[src/hdl/ast_regs.vh]
// register offsets, field positions, reset values and timing counts
// for the asynchronous serial transmitter; included by the hdl files.
`ifndef AST_REGS_VH
`define AST_REGS_VH

////////////////////////////////////////////////////////////////////////////////
// byte offsets on the apb register bus
`define AST_OFF_CTRL 8'h00
`define AST_OFF_HOLD 8'h04
`define AST_OFF_DIV 8'h08
`define AST_OFF_FLAGS 8'h0c
`define AST_OFF_ENABLES 8'h10
`define AST_OFF_PORT 8'h14
`define AST_OFF_STATE 8'h18

////////////////////////////////////////////////////////////////////////////////
// transmit_control_status fields
`define AST_CTRL_NINTH_VAL 0
`define AST_CTRL_SHIFT_EMPTY 1
`define AST_CTRL_HIGH_SPEED 2
`define AST_CTRL_CLOCKED 4
`define AST_CTRL_TX_EN 5
`define AST_CTRL_NINE_SEL 6
// writable bits of the control register
`define AST_CTRL_WMASK 8'h75

// peripheral_flags_one / peripheral_enables_one
`define AST_FLAG_BUF_EMPTY 4
`define AST_ENA_BUF_EMPTY 4

// port control
`define AST_PORT_SERIAL_PORT_ENABLE 7

////////////////////////////////////////////////////////////////////////////////
// reset values
`define AST_RST_CTRL 8'h00
`define AST_RST_DIV 8'h00
`define AST_RST_HOLD 8'h00

////////////////////////////////////////////////////////////////////////////////
// timing: divider ticks per bit, and bits per frame
`define AST_MULT_HIGH 16
`define AST_MULT_LOW 64
`define AST_PRE_END_HIGH 6'h0f
`define AST_PRE_END_LOW 6'h3f
`define AST_FRAME_BITS_8 4'ha
`define AST_FRAME_BITS_9 4'hb

`endif

[src/hdl/ast_baud.v]
// baud divider: counts the reference clock down by (value + 1), then
// by 16 or 64, and gives one pulse per serial bit.
// assumes the run input is a level from the register domain.
`timescale 1ns/1ps
`include "ast_regs.vh"

module ast_baud #(
  parameter DIV_W = 8
) (
  input wire ref_clk_in, // system oscillator
  input wire rstn_in, // async reset, active low
  input wire run_in, // divider counting
  input wire high_speed_in, // 1: x16, 0: x64
  input wire [DIV_W-1:0] div_value_in, // baud_divider_value
  output wire bit_tick_out // one pulse per bit time
);

  reg [DIV_W-1:0] div_cnt_ff;
  reg [5:0] pre_cnt_ff;
  reg [DIV_W-1:0] nxt_div_cnt;
  reg [5:0] nxt_pre_cnt;
  wire div_tick;
  wire pre_end;

  assign div_tick = run_in && (div_cnt_ff == {DIV_W{1'b0}});
  assign pre_end = (pre_cnt_ff == (high_speed_in ? `AST_PRE_END_HIGH
                                                 : `AST_PRE_END_LOW));
  assign bit_tick_out = div_tick && pre_end;

  always @* begin
    nxt_div_cnt = div_cnt_ff;
    nxt_pre_cnt = pre_cnt_ff;
    if (!run_in) begin
      // restart from a full count so the first bit is a whole bit
      nxt_div_cnt = div_value_in;
      nxt_pre_cnt = 6'h00;
    end else if (div_tick) begin
      nxt_div_cnt = div_value_in;
      nxt_pre_cnt = pre_end ? 6'h00 : pre_cnt_ff + 6'h01;
    end else begin
      nxt_div_cnt = div_cnt_ff - {{(DIV_W-1){1'b0}}, 1'b1};
    end
  end

  always @(posedge ref_clk_in or negedge rstn_in) begin
    if (!rstn_in) begin
      div_cnt_ff <= {DIV_W{1'b0}};
      pre_cnt_ff <= 6'h00;
    end else begin
      div_cnt_ff <= nxt_div_cnt;
      pre_cnt_ff <= nxt_pre_cnt;
    end
  end

endmodule

[src/hdl/ast_tx.v]
// asynchronous serial transmitter with apb registers, holding buffer,
// internal shift register and baud divider.
// assumes one 100 MHz clock; all inputs synchronous to it.
`timescale 1ns/1ps
`include "ast_regs.vh"

module ast_tx #(
  parameter DIV_W = 8
) (
  input wire ref_clk_in, // 100 MHz system clock
  input wire rstn_in, // async reset, active low
  input wire psel_in, // apb select
  input wire penable_in, // apb access phase
  input wire pwrite_in, // apb direction, 1 = write
  input wire [7:0] paddr_in, // apb byte address
  input wire [31:0] pwdata_in, // apb write data
  output wire pready_out, // apb ready, always high
  output wire pslverr_out, // apb error on unmapped address
  output wire [31:0] prdata_out, // apb read data
  input wire sleep_in, // processor asleep, freezes transmit progress
  output wire transmit_pin_out, // serial line level
  output wire transmit_pin_oe_out, // high while line driven
  output wire buffer_empty_flag_out // holding buffer empty flag level
);

  ////////////////////////////////////////////////////////////////////////////////
  // apb decode

  // one address compare, shared by the map check and every write strobe
  function reg_hit;
    input [7:0] a;
    input [7:0] off;
    begin
      reg_hit = (a == off);
    end
  endfunction

  function addr_mapped;
    input [7:0] a;
    begin
      addr_mapped = reg_hit(a, `AST_OFF_CTRL) || reg_hit(a, `AST_OFF_HOLD) ||
                    reg_hit(a, `AST_OFF_DIV) || reg_hit(a, `AST_OFF_FLAGS) ||
                    reg_hit(a, `AST_OFF_ENABLES) || reg_hit(a, `AST_OFF_PORT) ||
                    reg_hit(a, `AST_OFF_STATE);
    end
  endfunction

  wire setup_ph;
  wire access_ph;
  wire wr_acc;
  wire wr_ctrl;
  wire wr_hold;
  wire wr_div;
  wire wr_enables;
  wire wr_port;

  assign setup_ph = psel_in && !penable_in;
  assign access_ph = psel_in && penable_in;
  // every register answers at once, so no wait states are ever inserted
  assign pready_out = 1'b1;
  // unmapped addresses answer with an error instead of a silent zero
  assign pslverr_out = access_ph && !addr_mapped(paddr_in);
  assign wr_acc = access_ph && pwrite_in;
  assign wr_ctrl = wr_acc && reg_hit(paddr_in, `AST_OFF_CTRL);
  assign wr_hold = wr_acc && reg_hit(paddr_in, `AST_OFF_HOLD);
  assign wr_div = wr_acc && reg_hit(paddr_in, `AST_OFF_DIV);
  assign wr_enables = wr_acc && reg_hit(paddr_in, `AST_OFF_ENABLES);
  assign wr_port = wr_acc && reg_hit(paddr_in, `AST_OFF_PORT);

  ////////////////////////////////////////////////////////////////////////////////
  // software registers

  reg [7:0] ctrl_ff; // only writable bits stored; status bit merged on read
  reg [DIV_W-1:0] div_value_ff;
  reg buf_int_en_ff;
  reg port_en_ff;
  reg tx_en_d_ff;

  wire nine_sel;
  wire ninth_val;
  wire high_speed;
  wire clocked_mode;
  wire tx_en;
  wire tx_en_rise;
  wire drive_on;
  wire run;

  assign nine_sel = ctrl_ff[`AST_CTRL_NINE_SEL];
  assign ninth_val = ctrl_ff[`AST_CTRL_NINTH_VAL];
  assign high_speed = ctrl_ff[`AST_CTRL_HIGH_SPEED];
  assign clocked_mode = ctrl_ff[`AST_CTRL_CLOCKED];
  assign tx_en = ctrl_ff[`AST_CTRL_TX_EN];
  // delayed copy resets to 0 like the enable, so no false rise after reset
  assign tx_en_rise = tx_en && !tx_en_d_ff;
  // asynchronous transmitter owns the pin only with clocked mode clear
  assign drive_on = port_en_ff && tx_en && !clocked_mode;
  // sleep freezes progress but keeps state and pin level; the divider
  // restarts on wake, so a bit cut by sleep comes out longer than one period
  assign run = drive_on && !sleep_in;

  always @(posedge ref_clk_in or negedge rstn_in) begin
    if (!rstn_in) begin
      ctrl_ff <= `AST_RST_CTRL;
      div_value_ff <= `AST_RST_DIV;
      buf_int_en_ff <= 1'b0;
      port_en_ff <= 1'b0;
      tx_en_d_ff <= 1'b0;
    end else begin
      tx_en_d_ff <= tx_en;
      if (wr_ctrl) begin
        ctrl_ff <= pwdata_in[7:0] & `AST_CTRL_WMASK;
      end
      if (wr_div) begin
        div_value_ff <= pwdata_in[DIV_W-1:0];
      end
      if (wr_enables) begin
        buf_int_en_ff <= pwdata_in[`AST_ENA_BUF_EMPTY];
      end
      if (wr_port) begin
        port_en_ff <= pwdata_in[`AST_PORT_SERIAL_PORT_ENABLE];
      end
    end
  end

  ////////////////////////////////////////////////////////////////////////////////
  // baud divider

  wire bit_tick;

  ast_baud #(
    .DIV_W(DIV_W)
  ) u_baud (
    .ref_clk_in(ref_clk_in),
    .rstn_in(rstn_in),
    .run_in(run),
    .high_speed_in(high_speed),
    .div_value_in(div_value_ff),
    .bit_tick_out(bit_tick)
  );

  ////////////////////////////////////////////////////////////////////////////////
  // holding buffer and shift register

  reg [7:0] hold_data_ff;
  reg hold_full_ff;
  reg buf_empty_ff;
  reg [9:0] shift_ff; // not on the bus at all
  reg [3:0] bits_left_ff;
  reg [3:0] frame_len_ff;
  reg busy_ff;
  reg line_ff;

  reg [7:0] nxt_hold_data;
  reg nxt_hold_full;
  reg nxt_buf_empty;
  reg [9:0] nxt_shift;
  reg [3:0] nxt_bits_left;
  reg [3:0] nxt_frame_len;
  reg nxt_busy;
  reg nxt_line;
  reg take;

  wire [3:0] frame_len;
  wire [9:0] load_word;

  // stop bit sits above the data; for 8-bit frames the ninth slot is a
  // mark bit sent as the stop bit, and the top bit is never sent because the frame is one shorter
  assign frame_len = nine_sel ? `AST_FRAME_BITS_9 : `AST_FRAME_BITS_8;
  assign load_word = {1'b1, (nine_sel ? ninth_val : 1'b1), hold_data_ff};

  always @* begin
    nxt_shift = shift_ff;
    nxt_bits_left = bits_left_ff;
    nxt_frame_len = frame_len_ff;
    nxt_busy = busy_ff;
    nxt_line = line_ff;
    take = 1'b0;
    if (!drive_on) begin
      // abort: shifter emptied, line back to mark; buffer contents kept
      nxt_busy = 1'b0;
      nxt_bits_left = 4'h0;
      nxt_line = 1'b1;
    end else if (run) begin
      if (!busy_ff) begin
        if (hold_full_ff) begin
          // empty shifter takes the byte at once, no tick needed
          take = 1'b1;
          nxt_shift = load_word;
          nxt_frame_len = frame_len;
          nxt_bits_left = frame_len;
          nxt_busy = 1'b1;
        end
      end else if (bit_tick) begin
        if (bits_left_ff == frame_len_ff) begin
          nxt_line = 1'b0;
          nxt_bits_left = bits_left_ff - 4'h1;
        end else if (bits_left_ff != 4'h0) begin
          nxt_line = shift_ff[0];
          nxt_shift = {1'b1, shift_ff[9:1]};
          nxt_bits_left = bits_left_ff - 4'h1;
        end else if (hold_full_ff) begin
          // stop bit finished: reload and start next frame at once
          take = 1'b1;
          nxt_shift = load_word;
          nxt_frame_len = frame_len;
          nxt_bits_left = frame_len - 4'h1;
          nxt_line = 1'b0;
        end else begin
          nxt_busy = 1'b0;
          nxt_line = 1'b1;
        end
      end
    end
  end

  ////////////////////////////////////////////////////////////////////////////////
  // holding buffer and buffer-empty flag

  always @* begin
    nxt_hold_data = hold_data_ff;
    nxt_hold_full = hold_full_ff;
    nxt_buf_empty = buf_empty_ff;
    if (take) begin
      nxt_hold_full = 1'b0;
      nxt_buf_empty = 1'b1;
    end
    if (tx_en_rise) begin
      nxt_buf_empty = 1'b1;
    end
    // a write in the transfer cycle leaves fresh data waiting, so the
    // clear beats both sets: the flag must not claim room that is gone
    if (wr_hold) begin
      nxt_hold_data = pwdata_in[7:0];
      nxt_hold_full = 1'b1;
      nxt_buf_empty = 1'b0;
    end
  end

  always @(posedge ref_clk_in or negedge rstn_in) begin
    if (!rstn_in) begin
      hold_data_ff <= `AST_RST_HOLD;
      hold_full_ff <= 1'b0;
      buf_empty_ff <= 1'b0;
      shift_ff <= 10'h3ff;
      bits_left_ff <= 4'h0;
      frame_len_ff <= `AST_FRAME_BITS_8;
      busy_ff <= 1'b0;
      line_ff <= 1'b1;
    end else begin
      hold_data_ff <= nxt_hold_data;
      hold_full_ff <= nxt_hold_full;
      buf_empty_ff <= nxt_buf_empty;
      shift_ff <= nxt_shift;
      bits_left_ff <= nxt_bits_left;
      frame_len_ff <= nxt_frame_len;
      busy_ff <= nxt_busy;
      line_ff <= nxt_line;
    end
  end

  assign transmit_pin_out = line_ff;
  assign transmit_pin_oe_out = drive_on;
  assign buffer_empty_flag_out = buf_empty_ff;

  ////////////////////////////////////////////////////////////////////////////////
  // read data, captured in the setup phase
  // so the access cycle needs no wait state

  reg [31:0] prdata_ff;
  reg [31:0] rd_mux;

  always @* begin
    rd_mux = 32'h0000_0000;
    case (paddr_in)
      `AST_OFF_CTRL: begin
        rd_mux[7:0] = ctrl_ff;
        rd_mux[`AST_CTRL_SHIFT_EMPTY] = !busy_ff;
      end
      `AST_OFF_HOLD: begin
        rd_mux[7:0] = hold_data_ff;
      end
      `AST_OFF_DIV: begin
        rd_mux[DIV_W-1:0] = div_value_ff;
      end
      `AST_OFF_FLAGS: begin
        rd_mux[`AST_FLAG_BUF_EMPTY] = buf_empty_ff;
      end
      `AST_OFF_ENABLES: begin
        rd_mux[`AST_ENA_BUF_EMPTY] = buf_int_en_ff;
      end
      `AST_OFF_PORT: begin
        rd_mux[`AST_PORT_SERIAL_PORT_ENABLE] = port_en_ff;
      end
      `AST_OFF_STATE: begin
        rd_mux[0] = hold_full_ff;
        rd_mux[1] = busy_ff;
        rd_mux[2] = line_ff;
        rd_mux[11:8] = bits_left_ff;
      end
      default: begin
        rd_mux = 32'h0000_0000;
      end
    endcase
  end

  always @(posedge ref_clk_in or negedge rstn_in) begin
    if (!rstn_in) begin
      prdata_ff <= 32'h0000_0000;
    end else if (setup_ph && !pwrite_in) begin
      prdata_ff <= rd_mux;
    end
  end

  assign prdata_out = prdata_ff;

endmodule
[config.mk]
export PLATFORM = sky130hd
export DESIGN_NAME = ast_tx
export DESIGN_NICKNAME = d
export VERILOG_FILES = /design/src/hdl/ast_baud.v /design/src/hdl/ast_tx.v
export VERILOG_INCLUDE_DIRS = /design/src /design/src/hdl
export SDC_FILE = /design/constraint.sdc
export NUM_CORES = 1
export LEC_CHECK = 0
export BUFFER_PORTS_ARGS = -buffer_cell sky130_fd_sc_hd__buf_4
export CORE_ASPECT_RATIO = 1.2
export CORE_MARGIN = 2
export CORE_UTILIZATION = 54
export CTS_CLUSTER_DIAMETER = 150
export DETAILED_ROUTE_END_ITERATION = 6
export PLACE_DENSITY = 0.8
export SYNTH_ARGS = -nofsm -noshare
export SYNTH_HDL_FRONTEND = slang
export SYNTH_SLANG_ARGS = --single-unit
[constraint.sdc]
create_clock -name ref_clk_in -period 2.74 [get_ports ref_clk_in]
set_input_delay 0 -clock ref_clk_in [delete_from_list [all_inputs] [get_ports ref_clk_in]]
set_output_delay 0 -clock ref_clk_in [all_outputs]
set_load 0.01 [all_outputs]
# Yosys cells after proc, flatten, opt, wreduce, memory -nomap -nowiden
# Cells that the tools add are included.
[op_classes]
n_addsub = 4
eq_ne = 18
mux = 57
n_reduce_logical = 38
[ops]
columns = ["op", "n"]
rows = [
  ["$mux 4", 14],
  ["$mux 10", 5],
  ["$mux 1", 27],
  ["$eq 8x5->1 const B", 3],
  ["$mux 6", 4],
  ["$eq 8x4->1 const B", 2],
  ["$logic_and 1x1->1", 16],
  ["$logic_not 8->1", 2],
  ["$mux 8", 2],
  ["$pmux 3 s4", 1],
  ["$eq 8x3->1 const B", 1],
  ["$ne 2x2->1 const B", 4],
  ["$reduce_and 4->1", 2],
  ["$sub 4x1->4 const B", 2],
  ["$sub 8x1->8 const B", 1],
  ["$logic_not 1->1", 7],
  ["$add 6x1->6 const B", 1],
  ["$eq 6x6->1", 1],
  ["$logic_or 1x1->1", 6],
  ["$ne 2x1->1 const B", 3],
  ["$pmux 2 s3", 1],
  ["$pmux 1 s5", 1],
  ["$reduce_and 5->1", 1],
  ["$eq 4x4->1", 1],
  ["other kinds (9)", 9],
]
[word_totals]
reg_bits = 72
elab_cells = 133

# Longest topological paths before layout
# Gate-level depths: netlist of run 1.
[logic_depth]
ltp_word = 12
mapped_depth = 8
depth_no_buf = 7

# Cells and area by module
# A second synthesis of run 1 with hierarchy kept.
[unflattened]
hier_cells = 349
area_unflattened_um2 = 3743.6
[modules_own_cells]
columns = ["mod", "n_inst", "cells_each", "area_per_inst_um2", "seq_area_each_um2"]
rows = [
  ["ast_tx", 1, 258, 2920.3, 1390.1],
  ["ast_baud", 1, 91, 823.3, 350.3],
]

# Worst setup path before layout of run 1
# Ideal clock, no wire load.
[synth_path]
path_kind = "reg-to-reg"
startpoint = "register bits_left_ff[0]"
endpoint = "register bits_left_ff[1]"
setup_time_ps = 120
arrival_time_ps = 1938
required_ps = 2620
setup_slack_ps = 682
stages_incl_launch_ff = 9
path_buffers = 1
path_cell_list = "dfrtp_1 inv_1 ha_1 or3b_2 clkbuf_1 a21oi_1 or2_2 nor2_1 o211a_1"
[synth_between]
elab_chain_cells = 7
elab_cells_between_ends = 11
cone_classes = "1 x add/sub; 2 x eq/ne; 6 x mux; 2 x reduce/logical"
[synth_rtl]
columns = ["item", "line_no", "rtl"]
rows = [
  ["start: declaration", "ast_tx.v:148", "reg [3:0] bits_left_ff;"],
  ["start signal: assignment", "ast_tx.v:254", "bits_left_ff <= nxt_bits_left;"],
  ["$sub 4x1->4 or $reduce_bool 4->1 (tied branches)", "ast_tx.v:196, ast_tx.v:200, ast_tx.v:197", ""],
  ["$mux 4", "ast_tx.v:197", "end else if (bits_left_ff != 4'h0) begin"],
  ["$mux 4", "ast_tx.v:194", "if (bits_left_ff == frame_len_ff) begin"],
  ["$mux 4", "ast_tx.v:193", "end else if (bit_tick) begin"],
  ["$mux 4", "ast_tx.v:184", "if (!busy_ff) begin"],
  ["$mux 4", "ast_tx.v:183", "end else if (run) begin"],
  ["$mux 4", "ast_tx.v:178", "if (!drive_on) begin"],
]
# Parallel ways exist; a longest one is shown, timed or not. The select of a mux whose other input is x is not followed.
# A chain may end at the register's enable or synchronous reset.

# Final worst setup path of run 1
[layout_path]
startpoint = "register u_baud.pre_cnt_ff[5]"
endpoint = "register shift_ff[2]"
[layout_between]
elab_chain_cells = 4
[layout_rtl]
columns = ["item", "line_no", "rtl"]
rows = [
  ["start: declaration", "ast_baud.v:19", "reg [5:0] pre_cnt_ff;"],
  ["start signal: assignment", "ast_baud.v:51", "pre_cnt_ff <= nxt_pre_cnt;"],
  ["$eq 6x6->1", "ast_baud.v:26", "assign pre_end = (pre_cnt_ff == (high_speed_in ? `AST_PRE_END_HIGH"],
  ["$logic_and 1x1->1", "ast_baud.v:28", "assign bit_tick_out = div_tick && pre_end;"],
  ["$ne 2x2->1 (no source line)", "--", ""],
  ["$reduce_and 4->1 (no source line)", "--", ""],
  ["end signal: assignment", "ast_tx.v:253", "shift_ff <= nxt_shift;"],
  ["end: declaration", "ast_tx.v:147", "reg [9:0] shift_ff;"],
]
# Every way passes these cells.

==> results of run 1 <==
==> routing by layer <==
layer	global-route usage (%)	vias up	share of wire, %
li1	-	1271	-
met1	30.91	1312	42
met2	37.21	99	49
met3	4.054	20	4.9
met4	14.47	0	3.9
met5	0	-	0
==> final cells by class <==
class | count | area (um^2) | share of cell area (%)
inverters | 9 | 33.78 | 0.8182
repair buffers | 49 | 395.4 | 9.576
multi-input cells | 244 | 1675 | 40.58
clock inverters | 4 | 22.52 | 0.5455
flip-flops and latches | 69 | 1740 | 42.15
well taps | 85 | 106.4 | 2.576
clock buffers | 12 | 155.1 | 3.758
==> Yosys cell counts, drive strengths merged (3+ instances only) <==
cell,n
buf,25
xnor2,3
clkbuf,11
a22o,8
o31ai,4
nand4,4
nand3,9
a31oi,4
mux2i,5
a21o,4
ha,5
nand2,24
and3,4
xor2,5
a22oi,3
a21oi,17
nor2,24
inv,9
mux2,27
nor3b,3
o22ai,9
and2,4
dfstp,11
or2,4
nor3,8
o41ai,3
dfrtp,58
o21ai,11
a2bb2oi,9
==> worst max-delay path by stage <==
stage                                     startpoint                     endpoint  cells after the start
floorplan                bits_left_ff[0]$_DFFE_PN0P_  bits_left_ff[1]$_DFFE_PN0P_                      8
global placement         bits_left_ff[0]$_DFFE_PN0P_  bits_left_ff[1]$_DFFE_PN0P_                      7
detailed placement       bits_left_ff[0]$_DFFE_PN0P_  bits_left_ff[0]$_DFFE_PN0P_                      7
CTS                 u_baud.pre_cnt_ff[5]$_DFFE_PN0P_      shift_ff[2]$_DFFE_PN1P_                      5
global route          u_baud.div_cnt_ff[5]$_DFF_PN0_      shift_ff[2]$_DFFE_PN1P_                      5
finish              u_baud.pre_cnt_ff[5]$_DFFE_PN0P_      shift_ff[2]$_DFFE_PN1P_                      5
==> cell families after synthesis <==
kind of cell	after synthesis	share of synthesized area, %
buffers and inverters	45	6.993
XOR/XNOR	8	1.949
flip-flops	69	48.40
AO/OA/AOI/OAI	79	15.69
adder cells (fa/ha/maj)	5	1.740
other	2	0.2088
multiplexers	33	10.47
AND/OR/NAND/NOR	98	14.54
==> flip-flops by register name, summed over array words and instances, names as in the netlist <==
signal	flops
bits_left_ff	4
buf_int_en_ff	1
frame_len_ff	1
ctrl_ff	5
prdata_out	12
div_value_ff	8
port_en_ff	1
u_baud.pre_cnt_ff	6
transmit_pin_out	1
shift_ff	10
u_baud.div_cnt_ff	8
buffer_empty_flag_out	1
hold_full_ff	1
busy_ff	1
hold_data_ff	8
tx_en_d_ff	1
==> power by group <==
| group | total (W) | switching (W) | leakage (nW) | internal (W) |
|---|---|---|---|---|
| registers | 0.00104 | 0.00000928 | 0.918 | 0.00103 |
| clock network | 0.000747 | 0.000374 | 0.0921 | 0.000373 |
| logic | 0.000137 | 0.0000813 | 0.952 | 0.0000560 |
==> tightest hold or removal path, delay by kind of cell <==
| family | cells | cell delay (ps) |
|---|---|---|
| AO/OA/AOI/OAI | 1 | 100 |
| buffers and inverters | 1 | 70 |
| AND/OR/NAND/NOR | 2 | 180 |
==> per-stage QoR <==
step	util [%]	std cells	setup slack, ps
6_report	64.05	472	513.7
5_1_grt	64.05	472	380.6
4_1_cts	64.05	472	543.7
3_5_place_dp	59.59	445	584.1
3_3_place_gp	59.59	445	601.4
2_1_floorplan	-	358	681.6
==> layout by cell type, fill, tap and decap left out, types with 2 or more instances in the layout <==
master,instances
dfrtp_1,58
a21oi_1,17
nor2b_1,2
xor2_1,5
o22ai_1,9
dlygate4sd3_1,11
clkbuf_8,11
nand3_1,8
and2_1,4
and3_1,4
o21ai_0,11
o31ai_1,3
dfstp_2,11
or2_2,4
xnor2_1,3
a31oi_1,4
or3_1,2
nand2_1,24
mux2_2,27
a22oi_1,3
nand4_1,4
ha_1,5
conb_1,21
inv_1,9
nor2_1,24
a2bb2oi_2,2
nand2b_1,2
mux2i_1,5
buf_4,38
nor3_1,8
clkinv_2,3
nor3b_1,2
o41ai_1,3
a21o_1,4
a22o_1,8
a2bb2oi_1,7
==> what timing repair did <==
action,4_1_cts,5_1_grt
hold buffers,11,0
setup endpoints to repair,0,0
endpoints found under the hold margin,85,0
==> results.json, run 1 <==
{
  "die-area_um2": 7331,
  "worst_ep_arrival_time_ps": 2490,
  "syn_inst": 339,
  "dp_hpwl_mm": 5.619,
  "worstSetupPathType": "register to register",
  "holdWs_ps": 47.78,
  "syn_area_um2": 3596,
  "die_height_um": 93.39,
  "overflow": 0,
  "cp_max_fo": 10,
  "end_kind": "register",
  "timing.rr.start": "u_baud.pre_cnt_ff[5]$_DFFE_PN0P_",
  "dpl-instance-area_um2": 3841,
  "diodes": 0,
  "cp_cell_sequence": "or3b_1, a21o_1, o31ai_4, nor3b_4, a2bb2oi_1",
  "finalPower_w": 0.001921,
  "syn_to_final_growth_pct": 14.82,
  "power_density_nw_per_um2": 465.2,
  "drt_iter0_drc": 166,
  "yosysWarnings": 0,
  "grt_pass1_wl_mm": 13.12,
  "die-width_um": 78.50,
  "io_pins": 83,
  "gp_congestion": 0.8707,
  "setup_viol": 0,
  "synthTopCellsByArea": "dfrtp_1 (40%), mux2_2 (8.5%), dfstp_2 (8.0%)",
  "synth_seq_cells": 69,
  "status": "finished clean",
  "worst_slew_pin_slew_ps": 846.5,
  "antenna_found_initial": 0,
  "slew_violations": 0,
  "cts_tree": "done",
  "cts_sinks": 69,
  "hold_depth": 4,
  "io_buffers": 37,
  "path_delay_family": "simple AND/OR/NAND/NOR gates",
  "async_flop_share_pct": 100.0,
  "synth_top_area_share_pct": 40.36,
  "min_period_ps": 2226,
  "synth-seq-area-share_pct": 48.40,
  "worstSetupStartpointType": "register",
  "ir_worst_vdd_mv": 0.5046,
  "maxSlewHeadroom_pct": 43.57,
  "insertion_delay_ps": 350,
  "path_buf_inv": 0,
  "final_nets": 433,
  "r2r_slack_ps": 510,
  "ys.flop_type": "dfrtp_1",
  "first_pass_iters": 4,
  "p_leak_nw": 1.962,
  "finClkSkew_ps": 12.49,
  "ant_nets": 0,
  "vias_per_cell": 5.725,
  "critPathMaxStageDelay_ps": 550,
  "htreeDepth": 3,
  "route.final.wire_length_mm": 7.751,
  "fmax_mhz": 449.2,
  "drive_above_1_share_pct": 26.87,
  "floorplan.initialDensity_pct": 55.78,
  "hold_violations": 0,
  "track_usage_pct": 23.75,
  "route.detailed.drc": 0,
  "setup_tns_ps": 0,
  "postCtsSetupBuffers": 0,
  "synth_area_leader_cell": "dfrtp_1",
  "cts-root-buf": "clkbuf_8",
  "synth_edf_count": 0,
  "cts_resized": 0,
  "core_area_um2": 6446,
  "hold_path.startpoint": "paddr_in[7]",
  "cts_buffer_depth": 2,
  "finalCritPeriodShare_pct": 81.25,
  "holdPathEnd": "prdata_out[3]$_DFFE_PN0P_",
  "worstRegToRegCells": 5,
  "wl_per_cell_um": 16.42,
  "clkTransAtPathRegs_ps": 80,
  "hold_path_class": "input pin to register",
  "netlist-cell-type-count": 55,
  "fillCellCount": 509,
  "postSynthAreaPerCell_um2": 10.61,
  "grt_max_degree": 70,
  "fin_area_um2": 4129,
  "crit_path_top_delay_cell": "nor3b_4",
  "rsz0062_at_grt": "no",
  "rr_endpoint": "shift_ff[2]$_DFFE_PN1P_",
  "cts_made_buffers": 9,
  "cp.required_ps": 3010,
  "maxCapViolCount": 0,
  "first_global_vias": 2620,
  "via_count": 2702,
  "rows": 32
}
(Power assumes the default switching activity.)
==> run 2: changes to the inputs <==
- ABC_AREA: default -> 1
- CORE_UTILIZATION: 54 -> 50
- PLACE_DENSITY: 0.8 -> 0.77
- clock period: 2.74 -> 1.8 ns (I/O delays scaled with it)
==> results.json, run 2 <==
{
  "grt_max_degree": 39,
  "slew_violations": 0,
  "hold_depth": 5,
  "setup_tns_ps": 0,
  "power_density_nw_per_um2": 680.4,
  "final_nets": 611,
  "async_flop_share_pct": 100.0,
  "setup_viol": 0,
  "finClkSkew_ps": 10.13,
  "core_area_um2": 7620,
  "worstSetupStartpointType": "register",
  "holdWs_ps": 76.65,
  "drt_iter0_drc": 164,
  "ys.flop_type": "dfrtp_1",
  "cp_max_fo": 4,
  "cp.required_ps": 2090,
  "cts_buffer_depth": 2,
  "die_height_um": 100.9,
  "first_pass_iters": 5,
  "setup_ws_ps": 118.0,
  "cp_cell_sequence": "inv_1, ha_1, nand2_1, nand2_1, inv_1, nor2_2, nor2_2, buf_4, nand4_1, nand2_1",
  "synth_area_leader_cell": "dfrtp_1",
  "end_kind": "register",
  "rows": 35,
  "p_comb_share_pct": 7.4,
  "netlist-cell-type-count": 36,
  "hold_path.startpoint": "pwrite_in",
  "fmax_mhz": 594.5,
  "p_leak_nw": 2.243,
  "syn_to_final_growth_pct": 18.61,
  "vias_per_cell": 5.099,
  "drive_above_1_share_pct": 20.00,
  "yosysWarnings": 0,
  "die-width_um": 84.75,
  "track_usage_pct": 21.34,
  "die-area_um2": 8551,
  "fin_area_um2": 4641,
  "synth_edf_count": 0,
  "largest_reg_flops": 12,
  "switching_power_w": 0.0007398,
  "route.detailed.drc": 0,
  "worstSetupPathType": "register to register",
  "synthTopCellsByCount": "nand2_1 (162), dfrtp_1 (58), inv_1 (45), o21ai_0 (40), nand3_1 (24)",
  "via_count": 3350,
  "r2r_slack_ps": 120,
  "timing.rr.start": "bits_left_ff[0]$_DFFE_PN0P_",
  "finalCritPeriodShare_pct": 93.44,
  "insertion_delay_ps": 360,
  "rsz0062_at_grt": "no",
  "min_period_ps": 1682,
  "yosysMostFrequentCell": "nand2_1",
  "worst_slew_pin_slew_ps": 504.9,
  "worst_path_most_repeated_cell": "nand2_1",
  "maxCapViolCount": 0,
  "floorplan.initialDensity_pct": 51.35,
  "synth_top_area_share_pct": 37.10,
  "first_global_vias": 3156,
  "clkTransAtPathRegs_ps": 80,
  "cts_made_buffers": 9,
  "worstRegToRegCells": 10,
  "ir_worst_vdd_mv": 0.3460,
  "finalPower_w": 0.003158,
  "internal_power_w": 0.002418,
  "gp_congestion": 0.8594,
  "route.final.wire_length_mm": 8.746,
  "synthTopCellsByArea": "dfrtp_1 (37%), nand2_1 (16%), dfstp_2 (7.4%)",
  "dpl-instance-area_um2": 4267,
  "hold_violations": 0,
  "diodes": 0,
  "dp_slack_ps": 113.7,
  "status": "finished clean",
  "switching_share_pct": 23.43,
  "crit_path_top_delay_cell": "dfrtp_1",
  "postSynthAreaPerCell_um2": 7.825,
  "io_pins": 83,
  "startpoint": "bits_left_ff[0]$_DFFE_PN0P_",
  "synth-seq-area-share_pct": 44.48,
  "io_buffers": 37,
  "htreeDepth": 3,
  "grt_pass1_wl_mm": 14.50,
  "wl_per_cell_um": 13.31,
  "antenna_found_initial": 0,
  "hold_path_class": "input pin to register",
  "syn_area_um2": 3913,
  "cts_tree": "done",
  "synth_seq_cells": 69,
  "p_seq_share_pct": 50.3,
  "syn_inst": 500,
  "mostFrequentLayoutCell": "nand2_1",
  "rr_endpoint": "bits_left_ff[0]$_DFFE_PN0P_",
  "holdPathEnd": "prdata_out[2]$_DFFE_PN0P_",
  "dp_hpwl_mm": 6.266,
  "overflow": 0,
  "cts_sinks": 69,
  "pwr-share-clk_pct": 42.4,
  "ant_nets": 0,
  "critPathMaxStageDelay_ps": 410,
  "cts-root-buf": "clkbuf_8",
  "worst_ep_arrival_time_ps": 1970,
  "maxSlewHeadroom_pct": 66.22,
  "layout_common_cells": "nand2_1 (160), dfrtp_1 (58), buf_4 (52)"
}
[run 2: cell count changes after synthesis, sizes merged, moves of 6 or more]
cell and change:
nand2 +144, a2bb2oi -8, a21oi -7, a21boi +9, nor2 +8, nand3 +16, o21ai +50, a22o -7
o22ai -6, mux2 -27, inv +37
[run 2: what timing repair did]
action                                 in CTS  in global routing
setup buffers                               0                  5
resized for setup                           0                  3
setup endpoints to repair                   0                 11
endpoints found under the hold margin      77                  0
hold buffers                               10                  0
[run 2: layer usage]
metal	track usage [%]	up-vias	part of all wire, %
met3	3.604	8	4.4
met2	35.37	75	52
li1	-	1689	-
met1	27.92	1578	42
met4	8.669	0	0.81
met5	0	-	0
[run 2: worst max path at each step]
| stage | slack, ps | depth (start not counted) | endpoint |
|---|---|---|---|
| after global routing | 5 | 10 | bits_left_ff[0]$_DFFE_PN0P_ |
| after floorplan | 180 | 10 | busy_ff$_DFFE_PN0P_ |
| after global placement | 180 | 9 | shift_ff[4]$_DFFE_PN1P_ |
| after CTS | 90 | 10 | shift_ff[8]$_DFFE_PN1P_ |
| final | 120 | 10 | bits_left_ff[0]$_DFFE_PN0P_ |
| after detailed placement | 110 | 10 | shift_ff[8]$_DFFE_PN1P_ |
[run 2: worst max-delay path: cells and delay by family, from the launching register on]
| family | cells | cell delay, ps |
|---|---|---|
| fa+ha+maj | 1 | 250 |
| buf+inv | 3 | 380 |
| simple gates | 6 | 570 |
| flops | 1 | 410 |
[run 2: logic make-up (layout without fill, tap and decap cells)]
group	count (synthesis)	count (layout)	synth area share, %
adder cells (fa/ha/maj)	5	5	1.599
flip-flops	69	69	44.48
other	2	21	0.1919
AO/OA/AOI/OAI	89	89	13.66
buffers and inverters	81	126	10.17
AND/OR/NAND/NOR	242	243	27.21
XOR/XNOR	12	12	2.686
[run 2: power by group through the flow]
stage | logic, W | registers (W) | clock network [W]
detailed placement | 0.000217 | 0.00162 | 0
global route | 0.000261 | 0.00159 | 0.00142
global placement | 0.000211 | 0.00161 | 0
CTS | 0.000235 | 0.00159 | 0.00135
floorplan | 0.000132 | 0.00161 | 0
finish | 0.000232 | 0.00159 | 0.00134
[run 2: layout make-up]
class | instances | area [um^2]
Clock buffer | 13 | 168.9
Fill cell | 666 | 2979
Tap cell | 92 | 115.1
Clock inverter | 3 | 42.54
Timing Repair Buffer | 64 | 530.5
Inverter | 46 | 172.7
Multi-Input combinational cell | 370 | 1871
Sequential cell | 69 | 1740
[run 2: stage by stage]
step	instances	utilization [%]
floorplan	519	-
global placement	625	55.99
detailed placement	625	55.99
CTS	651	60.08
global route	657	60.90
finish	657	60.90
